===== config.mk =====
export PLATFORM = sky130hd
export DESIGN_NAME = shcm_mailbox
export DESIGN_NICKNAME = d
export VERILOG_FILES = /design/src/design/shcm_mailbox.v /design/src/design/shcm_error_map.v
export VERILOG_INCLUDE_DIRS = /design/src /design/src/design
export SDC_FILE = /design/constraint.sdc
export NUM_CORES = 1
export LEC_CHECK = 0
export ABC_AREA = 0
export BUFFER_PORTS_ARGS = -buffer_cell sky130_fd_sc_hd__clkbuf_2
export CAP_MARGIN = 20
export CORE_UTILIZATION = 57
export CTS_BUF_LIST = sky130_fd_sc_hd__clkbuf_16
export DETAILED_ROUTE_END_ITERATION = 6
export PLACE_DENSITY = 0.84
export RECOVER_POWER = 50
export SETUP_SLACK_MARGIN = 0.05
export SLEW_MARGIN = 20
export SYNTH_ARGS = -nofsm -noshare
export SYNTH_HDL_FRONTEND = slang
export SYNTH_HIERARCHICAL = 1
export SYNTH_SLANG_ARGS = --single-unit

===== constraint.sdc =====
create_clock -name REF_CLK -period 2.9 [get_ports REF_CLK]
set_clock_uncertainty 0.15 [all_clocks]
set_input_delay 0.725 -clock REF_CLK [delete_from_list [all_inputs] [get_ports REF_CLK]]
set_output_delay 0.725 -clock REF_CLK [all_outputs]
set_load 0.03 [all_outputs]

===== src/design/shcm_defs.vh =====
// Constants for the sensor host command mailbox
`ifndef SHCM_DEFS_VH
`define SHCM_DEFS_VH

// Register offsets
`define SHCM_ADDR_PARAM 8'h17
`define SHCM_ADDR_CMD 8'h18
`define SHCM_ADDR_RESP 8'h20

// Reset values
`define SHCM_PARAM_RST 8'h00
`define SHCM_CMD_RST 8'h00
`define SHCM_RESP_RST 8'h00
`define SHCM_RDATA_UNMAPPED 8'h00

// Response register layout
`define SHCM_RESP_ERR_BIT 7
`define SHCM_CNT_MSB 3
`define SHCM_CNT_ONE 4'h1
`define SHCM_CNT_UPPER_ZERO 4'h0

// Default command opcodes (opcodes are parameters of the top)
`define SHCM_NOP_CODE_DFLT 8'h00
`define SHCM_RESET_CODE_DFLT 8'h01

// Overflow source channel numbers
`define SHCM_SRC_PROX1 3'h0
`define SHCM_SRC_PROX2 3'h1
`define SHCM_SRC_PROX3 3'h2
`define SHCM_SRC_VIS 3'h3
`define SHCM_SRC_IR 3'h4
`define SHCM_SRC_AUX 3'h5

// Error codes, all but SHCM_ERR_NONE with the top bit set
`define SHCM_ERR_PROX1 8'h88
`define SHCM_ERR_PROX2 8'h89
`define SHCM_ERR_PROX3 8'h8A
`define SHCM_ERR_VIS 8'h8C
`define SHCM_ERR_IR 8'h8D
`define SHCM_ERR_AUX 8'h8E
`define SHCM_ERR_NONE 8'h00

`endif


===== src/design/shcm_mailbox.v =====
// Host command mailbox: parameter, command and response registers
`default_nettype none
`include "shcm_defs.vh"

module shcm_mailbox #(
   parameter [7:0] NOP_CODE = `SHCM_NOP_CODE_DFLT,
   parameter [7:0] RESET_CODE = `SHCM_RESET_CODE_DFLT
) (
   input wire REF_CLK,
   input wire SYS_RST,
   input wire [7:0] REG_ADDR,
   input wire REG_WR,
   input wire REG_RD,
   input wire [7:0] REG_WDATA,
   output reg [7:0] REG_RDATA,
   output reg SEQ_CMD_VALID,
   output reg [7:0] SEQ_CMD,
   output reg [7:0] SEQ_PARAM,
   input wire SEQ_CMD_DONE,
   input wire SEQ_OVF_VALID,
   input wire [2:0] SEQ_OVF_SRC,
   input wire SEQ_SLEEP,
   output reg STANDBY,
   output reg RESP_ERROR
);

   ////////////////////////////////////////////////////////////////////////////////
   // Register state

   reg [7:0] param_reg;
   reg [7:0] param_next;
   reg [7:0] cmd_reg;
   reg [7:0] cmd_next;
   reg [7:0] resp_reg;
   reg [7:0] resp_next;
   reg [7:0] rdata_next;
   reg standby_next;
   reg dispatch_next;

   wire wr_param;
   wire wr_cmd;
   wire wr_resp;
   wire err_held;
   wire is_clear_cmd;
   wire accept_cmd;
   wire ovf_hit;
   wire [7:0] ovf_code;
   wire [3:0] cnt_inc;

   ////////////////////////////////////////////////////////////////////////////////
   // Address decode

   assign wr_param = REG_WR && (REG_ADDR == `SHCM_ADDR_PARAM);
   assign wr_cmd = REG_WR && (REG_ADDR == `SHCM_ADDR_CMD);
   assign wr_resp = REG_WR && (REG_ADDR == `SHCM_ADDR_RESP);

   assign err_held = resp_reg[`SHCM_RESP_ERR_BIT];
   assign is_clear_cmd = (REG_WDATA == NOP_CODE) || (REG_WDATA == RESET_CODE);
   // Only dispatch is gated; command readback, wake and overflow paths stay open
   assign accept_cmd = wr_cmd && (!err_held || is_clear_cmd);
   assign cnt_inc = resp_reg[`SHCM_CNT_MSB:0] + `SHCM_CNT_ONE;

   ////////////////////////////////////////////////////////////////////////////////
   // Overflow source to error code

   shcm_error_map u_error_map (
      .ovf_valid(SEQ_OVF_VALID),
      .ovf_src(SEQ_OVF_SRC),
      .hit(ovf_hit),
      .code(ovf_code)
   );

   ////////////////////////////////////////////////////////////////////////////////
   // Mailbox registers

   always @* begin
      param_next = param_reg;
      cmd_next = cmd_reg;
      if (wr_param) begin
         param_next = REG_WDATA;
      end
      if (wr_cmd) begin
         // Readback shows the last write even when it was refused
         cmd_next = REG_WDATA;
      end
   end

   always @* begin
      dispatch_next = accept_cmd;
   end

   ////////////////////////////////////////////////////////////////////////////////
   // Response register

   // Priority: overflow, then error clear, then completion, then host write.
   // An overflow in the clearing cycle wins so no error is lost.
   always @* begin
      resp_next = resp_reg;
      if (ovf_hit) begin
         resp_next = ovf_code;
      end else if (accept_cmd && is_clear_cmd && err_held) begin
         resp_next = `SHCM_RESP_RST;
      end else if (SEQ_CMD_DONE && !err_held) begin
         // Counter frozen while an error is held, so the code survives
         resp_next = {`SHCM_CNT_UPPER_ZERO, cnt_inc};
      end else if (wr_resp && !err_held) begin
         // Host may preload the counter only, so it can never fake or wipe an error
         resp_next = {`SHCM_CNT_UPPER_ZERO, REG_WDATA[`SHCM_CNT_MSB:0]};
      end
   end

   ////////////////////////////////////////////////////////////////////////////////
   // Standby

   // Wake beats a same-cycle sleep request so the command is not stranded
   always @* begin
      standby_next = STANDBY;
      if (wr_cmd) begin
         standby_next = 1'b0;
      end else if (SEQ_SLEEP) begin
         standby_next = 1'b1;
      end
   end

   ////////////////////////////////////////////////////////////////////////////////
   // Read path

   always @* begin
      rdata_next = REG_RDATA;
      if (REG_RD) begin
         case (REG_ADDR)
            `SHCM_ADDR_PARAM: rdata_next = param_reg;
            `SHCM_ADDR_CMD: rdata_next = cmd_reg;
            `SHCM_ADDR_RESP: rdata_next = resp_reg;
            default: rdata_next = `SHCM_RDATA_UNMAPPED;
         endcase
      end
   end

   ////////////////////////////////////////////////////////////////////////////////
   // Flip-flops

   always @(posedge REF_CLK) begin
      if (SYS_RST) begin
         param_reg <= `SHCM_PARAM_RST;
         cmd_reg <= `SHCM_CMD_RST;
         resp_reg <= `SHCM_RESP_RST;
         REG_RDATA <= `SHCM_RDATA_UNMAPPED;
         SEQ_CMD_VALID <= 1'b0;
         SEQ_CMD <= `SHCM_CMD_RST;
         SEQ_PARAM <= `SHCM_PARAM_RST;
         STANDBY <= 1'b1;
         RESP_ERROR <= 1'b0;
      end else begin
         param_reg <= param_next;
         cmd_reg <= cmd_next;
         resp_reg <= resp_next;
         REG_RDATA <= rdata_next;
         SEQ_CMD_VALID <= dispatch_next;
         if (dispatch_next) begin
            SEQ_CMD <= REG_WDATA;
            // Parameter written in the same cycle as the command is included
            SEQ_PARAM <= param_next;
         end
         STANDBY <= standby_next;
         RESP_ERROR <= resp_next[`SHCM_RESP_ERR_BIT];
      end
   end

endmodule

`default_nettype wire


===== src/design/shcm_error_map.v =====
// Maps an ADC overflow source channel to its response error code
`default_nettype none
`include "shcm_defs.vh"

module shcm_error_map (
   input wire ovf_valid,
   input wire [2:0] ovf_src,
   output reg hit,
   output reg [7:0] code
);

   always @* begin
      hit = ovf_valid;
      code = `SHCM_ERR_NONE;
      case (ovf_src)
         `SHCM_SRC_PROX1: code = `SHCM_ERR_PROX1;
         `SHCM_SRC_PROX2: code = `SHCM_ERR_PROX2;
         `SHCM_SRC_PROX3: code = `SHCM_ERR_PROX3;
         `SHCM_SRC_VIS: code = `SHCM_ERR_VIS;
         `SHCM_SRC_IR: code = `SHCM_ERR_IR;
         `SHCM_SRC_AUX: code = `SHCM_ERR_AUX;
         default: begin
            // Unknown source numbers cannot be reported, so drop them
            hit = 1'b0;
            code = `SHCM_ERR_NONE;
         end
      endcase
   end

endmodule

`default_nettype wire


# [Word-level counts from Yosys, hierarchy flattened]
# Index checks and enable logic that the tools add are counted.
[totals] input_bits=26 n_memories=0 ramBits=0 romBits=0 ff_bits=50 word_cells=45 latch_bits=0
[op_classes] n_shift=0 mux=10 add_sub_neg=1 div_mod_pow=0 eq_ne=9 reduce_logical=16 multipliers=0 n_lt_le_gt_ge=0 bitwise_logic=0
[op_table] cell="case mux 8 bit (6 select lines)" count=1
[op_table] cell="2-to-1 mux 8 bit" count=5
[op_table] cell="case mux 8 bit (3 select lines)" count=1
[op_table] cell="equality test 8 x 5 -> 1 bit (second input constant)" count=2
[op_table] cell="equality test 8 x 1 -> 1 bit (second input constant)" count=1
[op_table] cell="equality test 8 x 6 -> 1 bit (second input constant)" count=1
[op_table] cell="logical AND 1 bit" count=8
[op_table] cell="zero test 8 bit" count=1
[op_table] cell="equality test 3 x 2 -> 1 bit (second input constant)" count=2
[op_table] cell="equality test 3 bit (second input constant)" count=2
[op_table] cell="OR reduction 6 bit" count=1
[op_table] cell="adder 4 x 1 -> 4 bit (second input constant)" count=1
[op_table] cell="nonzero test 4 bit" count=1
[op_table] cell="equality test 3 x 1 -> 1 bit (second input constant)" count=1
[op_table] cell="zero test 3 bit" count=1
[op_table] cell="2-to-1 mux 1 bit" count=3
[op_table] cell="logical OR 1 bit" count=2
[op_table] cell="nonzero test 2 bit" count=1
[op_table] cell="zero test 1 bit" count=1

# [Depth between registers and ports, before layout]
# Gate-level depths: netlist of the first run.
[logic_depth] word_depth=8 depth_mapped=7 mapped_depth_nobuf=6

# [Hierarchy]
# Netlist of the first run, hierarchy kept.
[modules_own_cells] module="shcm_mailbox" area_per_inst_um2=2169.6 cells_per_inst=227 instances=1
[modules_own_cells] module="shcm_error_map" area_per_inst_um2=88.8 cells_per_inst=14 instances=1

# [Worst setup path before layout of the first run]
# Ideal clock, no wire load.
[synth_path] path_kind="input to register" from="in REG_WDATA[5]" to="reg SEQ_CMD[4]" required_time_ps=2622 path_stages=6 setup_time_ps=128 arrival_time_ps=1832 path_slack_ps=790 path_cell_list="nor4_2 nand2_1 a21oi_4 buf_6 mux2i_1 nor2_1"
[synth_via] elab_chain_len=4 elab_cells_between_ends=5
[synth_lines] item="start: declaration" line_no="shcm_mailbox.v:14" source="input wire [7:0] REG_WDATA,"
[synth_lines] item="equality test 8 x 1 -> 1 bit or zero test 8 bit (tied branches)" line_no="shcm_mailbox.v:58" source="assign is_clear_cmd = (REG_WDATA == NOP_CODE) || (REG_WDATA == RESET_CODE);"
[synth_lines] item="logical OR 1 bit *" line_no="shcm_mailbox.v:58"
[synth_lines] item="logical OR 1 bit *" line_no="shcm_mailbox.v:60" source="assign accept_cmd = wr_cmd && (!err_held || is_clear_cmd);"
[synth_lines] item="logical AND 1 bit *" line_no="shcm_mailbox.v:60"
[synth_lines] item="end signal: assignment" line_no="shcm_mailbox.v:150" source="SEQ_CMD <= `SHCM_CMD_RST;"
[synth_lines] item="end: declaration" line_no="shcm_mailbox.v:17" source="output reg [7:0] SEQ_CMD,"
# Mark *: on every way between the ends. The rest lies on a longest branch, timed or not.
# A chain may end at the register's enable or synchronous reset.

# [Worst setup path in the final report of the first run]
[layout_path] from="in REG_ADDR[2]" to="reg SEQ_CMD[0]"
[layout_via] elab_chain_len=3
[layout_lines] item="start: declaration" line_no="shcm_mailbox.v:11" source="input wire [7:0] REG_ADDR,"
[layout_lines] item="equality test 8 x 5 -> 1 bit"
[layout_lines] item="logical AND 1 bit" line_no="shcm_mailbox.v:54" source="assign wr_cmd = REG_WR && (REG_ADDR == `SHCM_ADDR_CMD);"
[layout_lines] item="logical AND 1 bit" line_no="shcm_mailbox.v:60"
# No other way between the ends.

==> results.py, run 1 <==
metrics = {
    "critical_path": {
        "path_depth": 7,
        "cp-start-kind": "input port",
        "path_buf_inv": 2,
        "critPathMaxStageDelay_ps": 580,
        "crit_family": "simple AND/OR/NAND/NOR gates",
        "path_cells": "clkbuf_2, nor3_1, nand4_4, a21oi_4, buf_4, mux2i_1, nor2_1",
        "end_kind": "flip-flop",
        "rr_worst_depth": 5,
        "cp_data_arrival_time_ps": 2450,
        "crit_type": "input port to flip-flop",
        "crit_required_ps": 2930,
        "slowest_stage": "nor3_1",
        "critical_path.max_fanout": 25,
    },
    "logic_synthesis": {
        "avgSynthCellArea_um2": 9.371,
        "synth_edf_count": 0,
        "yosysWarnings": 6,
        "synth.distinct_cells": 47,
        "synth_mux_area_share_pct": 11.97,
        "syn_inst": 241,
        "syn_area_um2": 2258,
        "synth_compound_area_share_pct": 16.40,
        "synth_ff_type": "dfxtp_1",
        "async_reset_ff_share_pct": 0,
        "synthAdderAreaFrac_pct": 0.5540,
        "synth-simple-area-share_pct": 21.00,
        "synth_top_family_by_area": "simple AND/OR/NAND/NOR gates",
        "ys_seq_area_share_pct": 44.32,
        "ys_ff_latch": 50,
        "synth_xor_area_share_pct": 1.163,
    },
    "cells_and_area": {
        "fill_cells": 323,
        "drive_gt1_share_pct": 14.78,
        "fin_nets": 317,
        "final_cell_mix": "dfxtp_1 (50), nor2_1 (40), mux2i_1 (27), clkbuf_1 (27), clkbuf_2 (26)",
        "design_area_um2": 2635,
        "fin_util_pct": 70.39,
        "final_cells": 339,
        "antennaDiodeCount": 0,
        "final_common_cell": "dfxtp_1",
        "syn2layout_area_growth_pct": 16.68,
    },
    "cts": {
        "path_clk_slew_ps": 60,
        "htreeDepth": 2,
        "clk_latency_ps": 280,
        "post_cts_buffers": 0,
        "hold_buffers": 0,
        "cts_root_buf": "clkbuf_16",
        "cts.sinks": 50,
        "cts_buffer_depth": 2,
        "cts_buffers": 5,
        "cts_resized": 0,
        "cts_tree": "yes",
    },
    "power": {
        "p_leak_nw": 1.079,
        "power_density_nw_per_um2": 556.8,
        "ir_worst_vdd_mv": 0.4063,
    },
    "route": {
        "route.vias.total": 1944,
        "ant_nets": 0,
        "routed_wl_mm": 5.236,
        "avgRoutedWirePerCell_um": 15.45,
        "dr.pass1.iters": 4,
        "drt_iter0_drc": 166,
        "drc_errors": 0,
        "vias_per_cell": 5.735,
    },
    "die": {
        "start_util_pct": 60.33,
        "die_x_um": 64.95,
        "rows": 22,
        "ios": 53,
        "die_area_um2": 4218,
        "die_h_um": 64.95,
        "core_area_um2": 3744,
    },
    "placement": {
        "dp_slack_ps": 434.7,
        "dp_hpwl_mm": 3.723,
        "port_buffers": 52,
        "gp_congestion": 0.8565,
        "dp.cells": 331,
        "placed_area_um2": 2516,
    },
    "global_route": {
        "grt_max_degree": 32,
        "track_usage_pct": 26.52,
        "overflow": 0,
        "antenna_found_initial": 0,
        "grt_pass1_wl_mm": 8.383,
        "grt_pass1_vias": 1737,
    },
    "sta": {
        "min_period_ps": 2425,
        "maxSlewViolCount": 0,
        "period_share_pct": 83.61,
        "rsz0062_at_grt": "no",
        "tightest_slew_ps": 680.5,
        "setup_viol": 0,
        "max-slew-margin-rel_pct": 54.29,
        "fmax_mhz": 412.4,
        "fin_tns_setup_ps": 0,
        "fin_ws_ps": 475.4,
        "final_hold_viol_count": 0,
    },
    "hold_path": {
        "min_path_type": "flip-flop to flip-flop",
        "holdPathStages": 2,
    },
    "run_status": {
        "status": "complete, no violations",
    },
    "job": {
        "cap_violations": 0,
    },
}
metrics by stage:
step           hold slack (ps)  power [mW]
6_report                 295.2       1.467
2_1_floorplan            299.3      0.7868
3_3_place_gp             286.6      0.8271
5_1_grt                  321.8       1.509
4_1_cts                  301.0       1.476
3_5_place_dp             291.9      0.8304
metal layers:
layer  share of wire, %  global-route usage (%)  wire (um)
met1                 46                   34.87       2401
met2                 46                   42.97       2417
met3                6.6                   6.162        344
met4                1.4                   7.778         72
met5                  0                       0          0
cells in the mapped netlist, types with 2 or more instances:
| library cell | n | area, um2 |
|---|---|---|
| a211o_1 | 2 | 17.52 |
| a211oi_1 | 10 | 75.07 |
| a21oi_1 | 2 | 10.01 |
| a22o_1 | 8 | 70.07 |
| a22oi_1 | 8 | 60.06 |
| buf_4 | 5 | 37.54 |
| buf_6 | 2 | 22.52 |
| clkbuf_1 | 5 | 18.77 |
| dfxtp_1 | 50 | 1001 |
| mux2i_1 | 27 | 270.3 |
| nand2_1 | 22 | 82.58 |
| nand2b_1 | 5 | 31.28 |
| nand3_1 | 3 | 15.01 |
| nand3b_1 | 2 | 15.01 |
| nor2_1 | 40 | 150.1 |
| nor2b_1 | 2 | 12.51 |
| nor3_1 | 4 | 20.02 |
| o211ai_1 | 2 | 15.01 |
| o21ai_0 | 7 | 35.03 |
| o21ai_1 | 5 | 25.02 |
| o22ai_1 | 3 | 18.77 |
| xnor2_1 | 2 | 17.52 |
final cells by class:
type	instances	area, um2	area share (%)
Inverter	2	7.507	0.2849
Clock buffer	5	125.1	4.748
Sequential cell	50	1001	37.99
Timing Repair Buffer	55	246.5	9.354
Clock inverter	3	41.29	1.567
Multi-Input combinational cell	176	1154	43.78
Tap cell	48	60.06	2.279
power by group:
group | switching (mW) | total, mW | internal, mW | leakage, nW
clock network | 0.246 | 0.649 | 0.404 | 0.0812
logic | 0.0689 | 0.111 | 0.0420 | 0.593
registers | 0.0113 | 0.707 | 0.696 | 0.404
total | 0.326 | 1.47 | 1.14 | 1.08
logic make-up after synthesis:
group	after synthesis
compound gates	51
xor+xnor	3
fa+ha+maj	1
buf+inv	17
flops	50
mux	27
other cells	1
simple gates	91
worst paths after layout:
path,slack [ps],endpoint,from
min reg2reg,300,REG_RDATA[4],REG_RDATA[4]
max,480,SEQ_CMD[0],REG_ADDR[2]
max reg2reg,940,resp_reg[1],resp_reg[7]
min,300,REG_RDATA[4],REG_RDATA[4]
worst register-to-register path, stage by stage, from the launching register on:
cell	delay, ps
dfxtp_1	430
nor4b_1	520
a31oi_1	200
o211ai_2	230
mux2i_1	250
nor2_1	50
Power figures use the tool's default switching activity.
==> run 2: changes to the inputs <==
CORE_UTILIZATION = 53   (was 57)
PLACE_DENSITY = 0.79   (was 0.84)
clock period = 2.5 ns   (was 2.9 ns; I/O delays follow)
==> run 2 against run 1 <==
Net effect: global-route usage decreased by 2.6 points; register-to-register slack got worse by 230 ps; utilization decreased by 5.6 points; die area increased by 7.3%; non-clock buffer count increased by 1; sequential share of layout area increased by 0.090 points; wire length decreased by 3.4%; clock power decreased by 2%; sequential cell count unchanged; highest routed layer unchanged; power increased by 7.8%; via count decreased by 1.4%.
==> results.py, run 2 (same netlist as run 1, synthesis figures left out) <==
metrics = {
    "cts": {
        "hold_buffers": 0,
        "cts.sinks": 50,
        "cts_root_buf": "clkbuf_16",
        "path_clk_slew_ps": 60,
        "post_cts_buffers": 0,
        "cts_resized": 0,
        "clk_latency_ps": 280,
        "htreeDepth": 2,
        "cts_tree": "yes",
        "cts_buffers": 5,
        "cts_buffer_depth": 2,
    },
    "cells_and_area": {
        "fill_cells": 367,
        "multiInputGateArea_um2": 1154,
        "seq_area_um2": 1001,
        "final_cell_mix": "dfxtp_1 (50), nor2_1 (40), mux2i_1 (27), clkbuf_1 (27), clkbuf_2 (26)",
        "design_area_um2": 2629,
        "final_common_cell": "dfxtp_1",
        "final_cells": 342,
        "fin_nets": 318,
        "syn2layout_area_growth_pct": 16.40,
        "antennaDiodeCount": 0,
        "drive_gt1_share_pct": 14.73,
    },
    "die": {
        "core_area_um2": 4058,
        "ios": 53,
        "die_h_um": 67.28,
        "rows": 23,
        "die_area_um2": 4526,
        "start_util_pct": 55.66,
        "die_x_um": 67.28,
    },
    "sta": {
        "tightest_slew_ps": 695.9,
        "min_period_ps": 2157,
        "period_share_pct": 86.28,
        "hold_ws_ps": 302.2,
        "rsz0062_at_grt": "no",
        "max-slew-margin-rel_pct": 53.60,
        "fmax_mhz": 463.6,
        "setup_viol": 0,
        "fin_tns_setup_ps": 0,
        "final_hold_viol_count": 0,
        "maxSlewViolCount": 0,
    },
    "route": {
        "routed_wl_mm": 5.060,
        "ant_nets": 0,
        "dr.pass1.iters": 4,
        "drt_iter0_drc": 117,
        "avgRoutedWirePerCell_um": 14.80,
        "vias_per_cell": 5.605,
        "drc_errors": 0,
        "route.vias.total": 1917,
    },
    "critical_path": {
        "critical_path.max_fanout": 9,
        "cp-start-kind": "input port",
        "cp_data_arrival_time_ps": 2170,
        "crit_required_ps": 2520,
        "crit_type": "input port to flip-flop",
        "end_kind": "flip-flop",
    },
    "job": {
        "cap_violations": 0,
    },
    "global_route": {
        "antenna_found_initial": 0,
        "grt_pass1_wl_mm": 8.010,
        "grt_pass1_vias": 1729,
        "grt_max_degree": 26,
        "track_usage_pct": 23.97,
        "overflow": 0,
    },
    "power": {
        "p_leak_nw": 1.077,
        "ir_worst_vdd_mv": 0.4211,
        "total_power_mw": 1.581,
        "power_density_nw_per_um2": 601.5,
    },
    "placement": {
        "dp.cells": 334,
        "placed_area_um2": 2539,
        "port_buffers": 52,
        "dp_hpwl_mm": 3.631,
        "gp_congestion": 0.8002,
    },
    "run_status": {
        "status": "complete, no violations",
    },
    "hold_path": {
        "min_path_type": "flip-flop to flip-flop",
    },
}
==> run 2: cell types whose count changed in the layout (fill, tap and decap cells not counted) <==
cell        delta
clkinvlp_4     -1
nor3_1         -1
nor3b_4        -1
clkinv_1       +1
buf_12         +1
clkinv_2       +1
bufinv_16      -1
nor3_4         +1
nor3b_1        +1
==> run 2: per-stage QoR <==
stage	setup slack, ps	utilization (%)
floorplan	490.4	-
global placement	248.6	62.57
detailed placement	178.4	62.57
CTS	470.7	65.96
global route	174.3	64.79
finish	343.0	64.79
==> run 2: final cells by class <==
cell class | instances | area share, %
Clock inverter | 3 | 0.4760
Multi-Input combinational cell | 176 | 43.88
Timing Repair Buffer | 56 | 10.14
Tap cell | 50 | 2.380
Sequential cell | 50 | 38.08
Clock buffer | 5 | 4.760
Inverter | 2 | 0.2856
==> run 2: worst max-delay path, stage by stage <==
cell and delay, ps:
clkbuf_2 110, nor3b_1 520, nand4_4 210, clkbuf_1 360
mux2i_1 290, nor2_1 60
==> run 2: power by group <==
part / switching (mW) / internal, mW
Combinational: 0.0770 / 0.0486
Clock: 0.273 / 0.362
Sequential: 0.0135 / 0.807
Total: 0.363 / 1.22
==> run 2: path summary, 6_finish.rpt <==
path	from	endpoint	slack, ps	cells after the start
hold / removal	REG_RDATA[5]	REG_RDATA[5]	300	2
setup / recovery	REG_WR	cmd_reg[6]	340	6
hold reg to reg	REG_RDATA[5]	REG_RDATA[5]	300	2
setup reg to reg	resp_reg[7]	resp_reg[1]	710	5
==> run 2: metal layers <==
metal  part of all wire, %  global-route usage, %  vias to the layer above
met3                   5.9                  4.730                        7
met4                   1.2                  7.713                        0
met2                    49                  39.00                       63
li1                      -                      -                      960
met1                    44                  31.64                      887
met5                     0                      0                        -
==> run 3: changes to the inputs <==
clock period = 2.3 ns   (was 2.5 ns; I/O delays follow)
==> run 3 against run 2 <==
Net effect: clock power increased by 15%; cell count increased by 1.8%; cell area increased by 1.9%; global-route usage increased by 1.5 points; utilization increased by 1.2 points; clock-buffer cell count unchanged; power increased by 12%; critical path depth unchanged; first-iteration DRC count increased by 32%; non-clock buffer count increased by 6; setup slack got worse by 50 ps; critical path type unchanged; largest cell class unchanged; largest power group unchanged.
==> results.py, run 3 (same netlist as run 1, synthesis figures left out) <==
metrics = {
    "die": {
        "rows": 23,
        "die_area_um2": 4526,
        "die_h_um": 67.28,
        "ios": 53,
        "start_util_pct": 55.66,
        "core_area_um2": 4058,
        "die_x_um": 67.28,
    },
    "critical_path": {
        "cp_data_arrival_time_ps": 2030,
        "regToRegSetupSlack_ps": 570,
        "startpoint": "REG_ADDR[4]",
        "crit_required_ps": 2320,
        "end_kind": "flip-flop",
        "crit_end": "cmd_reg[6]",
        "critical_path.max_fanout": 9,
        "r2r-end": "resp_reg[1]",
        "rr_worst_depth": 5,
        "crit_type": "input port to flip-flop",
        "cp-start-kind": "input port",
        "rr_startpoint": "resp_reg[7]",
    },
    "cts": {
        "path_clk_slew_ps": 70,
        "cts.sinks": 50,
        "htreeDepth": 2,
        "cts_buffer_depth": 2,
        "clk_latency_ps": 300,
        "cts_buffers": 5,
        "cts_tree": "yes",
        "cts_root_buf": "clkbuf_16",
        "cts_resized": 0,
        "hold_buffers": 0,
        "post_cts_buffers": 0,
    },
    "cells_and_area": {
        "syn2layout_area_growth_pct": 18.56,
        "fill_cells": 360,
        "antennaDiodeCount": 0,
        "design_area_um2": 2678,
        "final_cells": 348,
        "final_common_cell": "dfxtp_1",
        "final_cell_mix": "dfxtp_1 (50), nor2_1 (40), clkbuf_1 (28)",
        "fin_util_pct": 65.99,
        "drive_gt1_share_pct": 16.78,
        "fin_nets": 324,
    },
    "power": {
        "power_density_nw_per_um2": 660.8,
        "ir_worst_vdd_mv": 0.4492,
        "total_power_mw": 1.769,
        "p_leak_nw": 1.101,
    },
    "sta": {
        "final_hold_viol_count": 0,
        "fin_tns_setup_ps": 0,
        "maxSlewViolCount": 0,
        "max-slew-margin-rel_pct": 54.51,
        "rsz0062_at_grt": "no",
        "setup_viol": 0,
        "period_share_pct": 87.25,
        "fin_ws_ps": 293.2,
        "tightest_slew_ps": 682.3,
        "hold_ws_ps": 299.6,
        "min_period_ps": 2007,
        "fmax_mhz": 498.3,
    },
    "global_route": {
        "grt_max_degree": 46,
        "overflow": 0,
        "antenna_found_initial": 0,
        "grt_pass1_wl_mm": 8.307,
        "grt_pass1_vias": 1732,
        "track_usage_pct": 25.45,
    },
    "placement": {
        "placed_area_um2": 2584,
        "port_buffers": 52,
        "dp_hpwl_mm": 3.658,
        "dp.cells": 340,
        "dp_slack_ps": 157.4,
        "gp_congestion": 0.7919,
    },
    "hold_path": {
        "holdPathStages": 2,
        "min_path_type": "flip-flop to flip-flop",
    },
    "route": {
        "wl_met3_um": 291,
        "avgRoutedWirePerCell_um": 15.01,
        "highest_layer": "met4",
        "ant_nets": 0,
        "met2WireLength_mm": 2.507,
        "dr.pass1.iters": 4,
        "wl_met1_mm": 2.375,
        "drc_errors": 0,
        "route.vias.total": 1930,
        "vias_per_cell": 5.546,
        "routed_wl_mm": 5.224,
        "drt_iter0_drc": 154,
    },
    "job": {
        "cap_violations": 0,
    },
    "run_status": {
        "status": "complete, no violations",
    },
}
==> run 3: cell types whose count changed in the layout (fill, tap and decap cells not counted), sizes merged <==
cell,before,now
inv,3,2
clkinvlp,0,1
buf,3,9
==> run 3: metal layers <==
metal | vias up | track usage, %
li1 | 963 | -
met3 | 7 | 7.095
met1 | 899 | 32.85
met4 | 0 | 8.511
met2 | 61 | 40.63
met5 | - | 0
==> run 3: worst max-delay path: stages <==
cell	delay, ps
clkbuf_2	100
nor2b_2	170
nand4_1	270
clkbuf_1	570
mux2i_1	260
nor2_1	60
==> run 3: worst min-delay path by stage <==
| stage | start | to | slack (ps) |
|---|---|---|---|
| after floorplan | resp_reg[5] | resp_reg[5] | 300 |
| after global placement | REG_RDATA[7] | REG_RDATA[7] | 280 |
| after detailed placement | REG_RDATA[2] | REG_RDATA[2] | 300 |
| after CTS | REG_RDATA[2] | REG_RDATA[2] | 310 |
| after global routing | REG_RDATA[5] | REG_RDATA[5] | 320 |
| final | REG_RDATA[2] | REG_RDATA[2] | 300 |
==> run 3: final cells by class <==
class	count	area [um2]	share of cell area, %
Sequential cell	50	1001	37.38
Clock buffer	5	125.1	4.673
Multi-Input combinational cell	176	1150	42.94
Clock inverter	3	21.27	0.7944
Timing Repair Buffer	62	310.3	11.59
Tap cell	50	62.56	2.336
Inverter	2	7.507	0.2804
==> run 3: power breakdown <==
group | switching (mW) | leakage (nW) | internal [mW] | total (mW)
registers | 0.0150 | 0.404 | 0.877 | 0.892
logic | 0.0852 | 0.627 | 0.0590 | 0.144
clock network | 0.330 | 0.0698 | 0.403 | 0.733
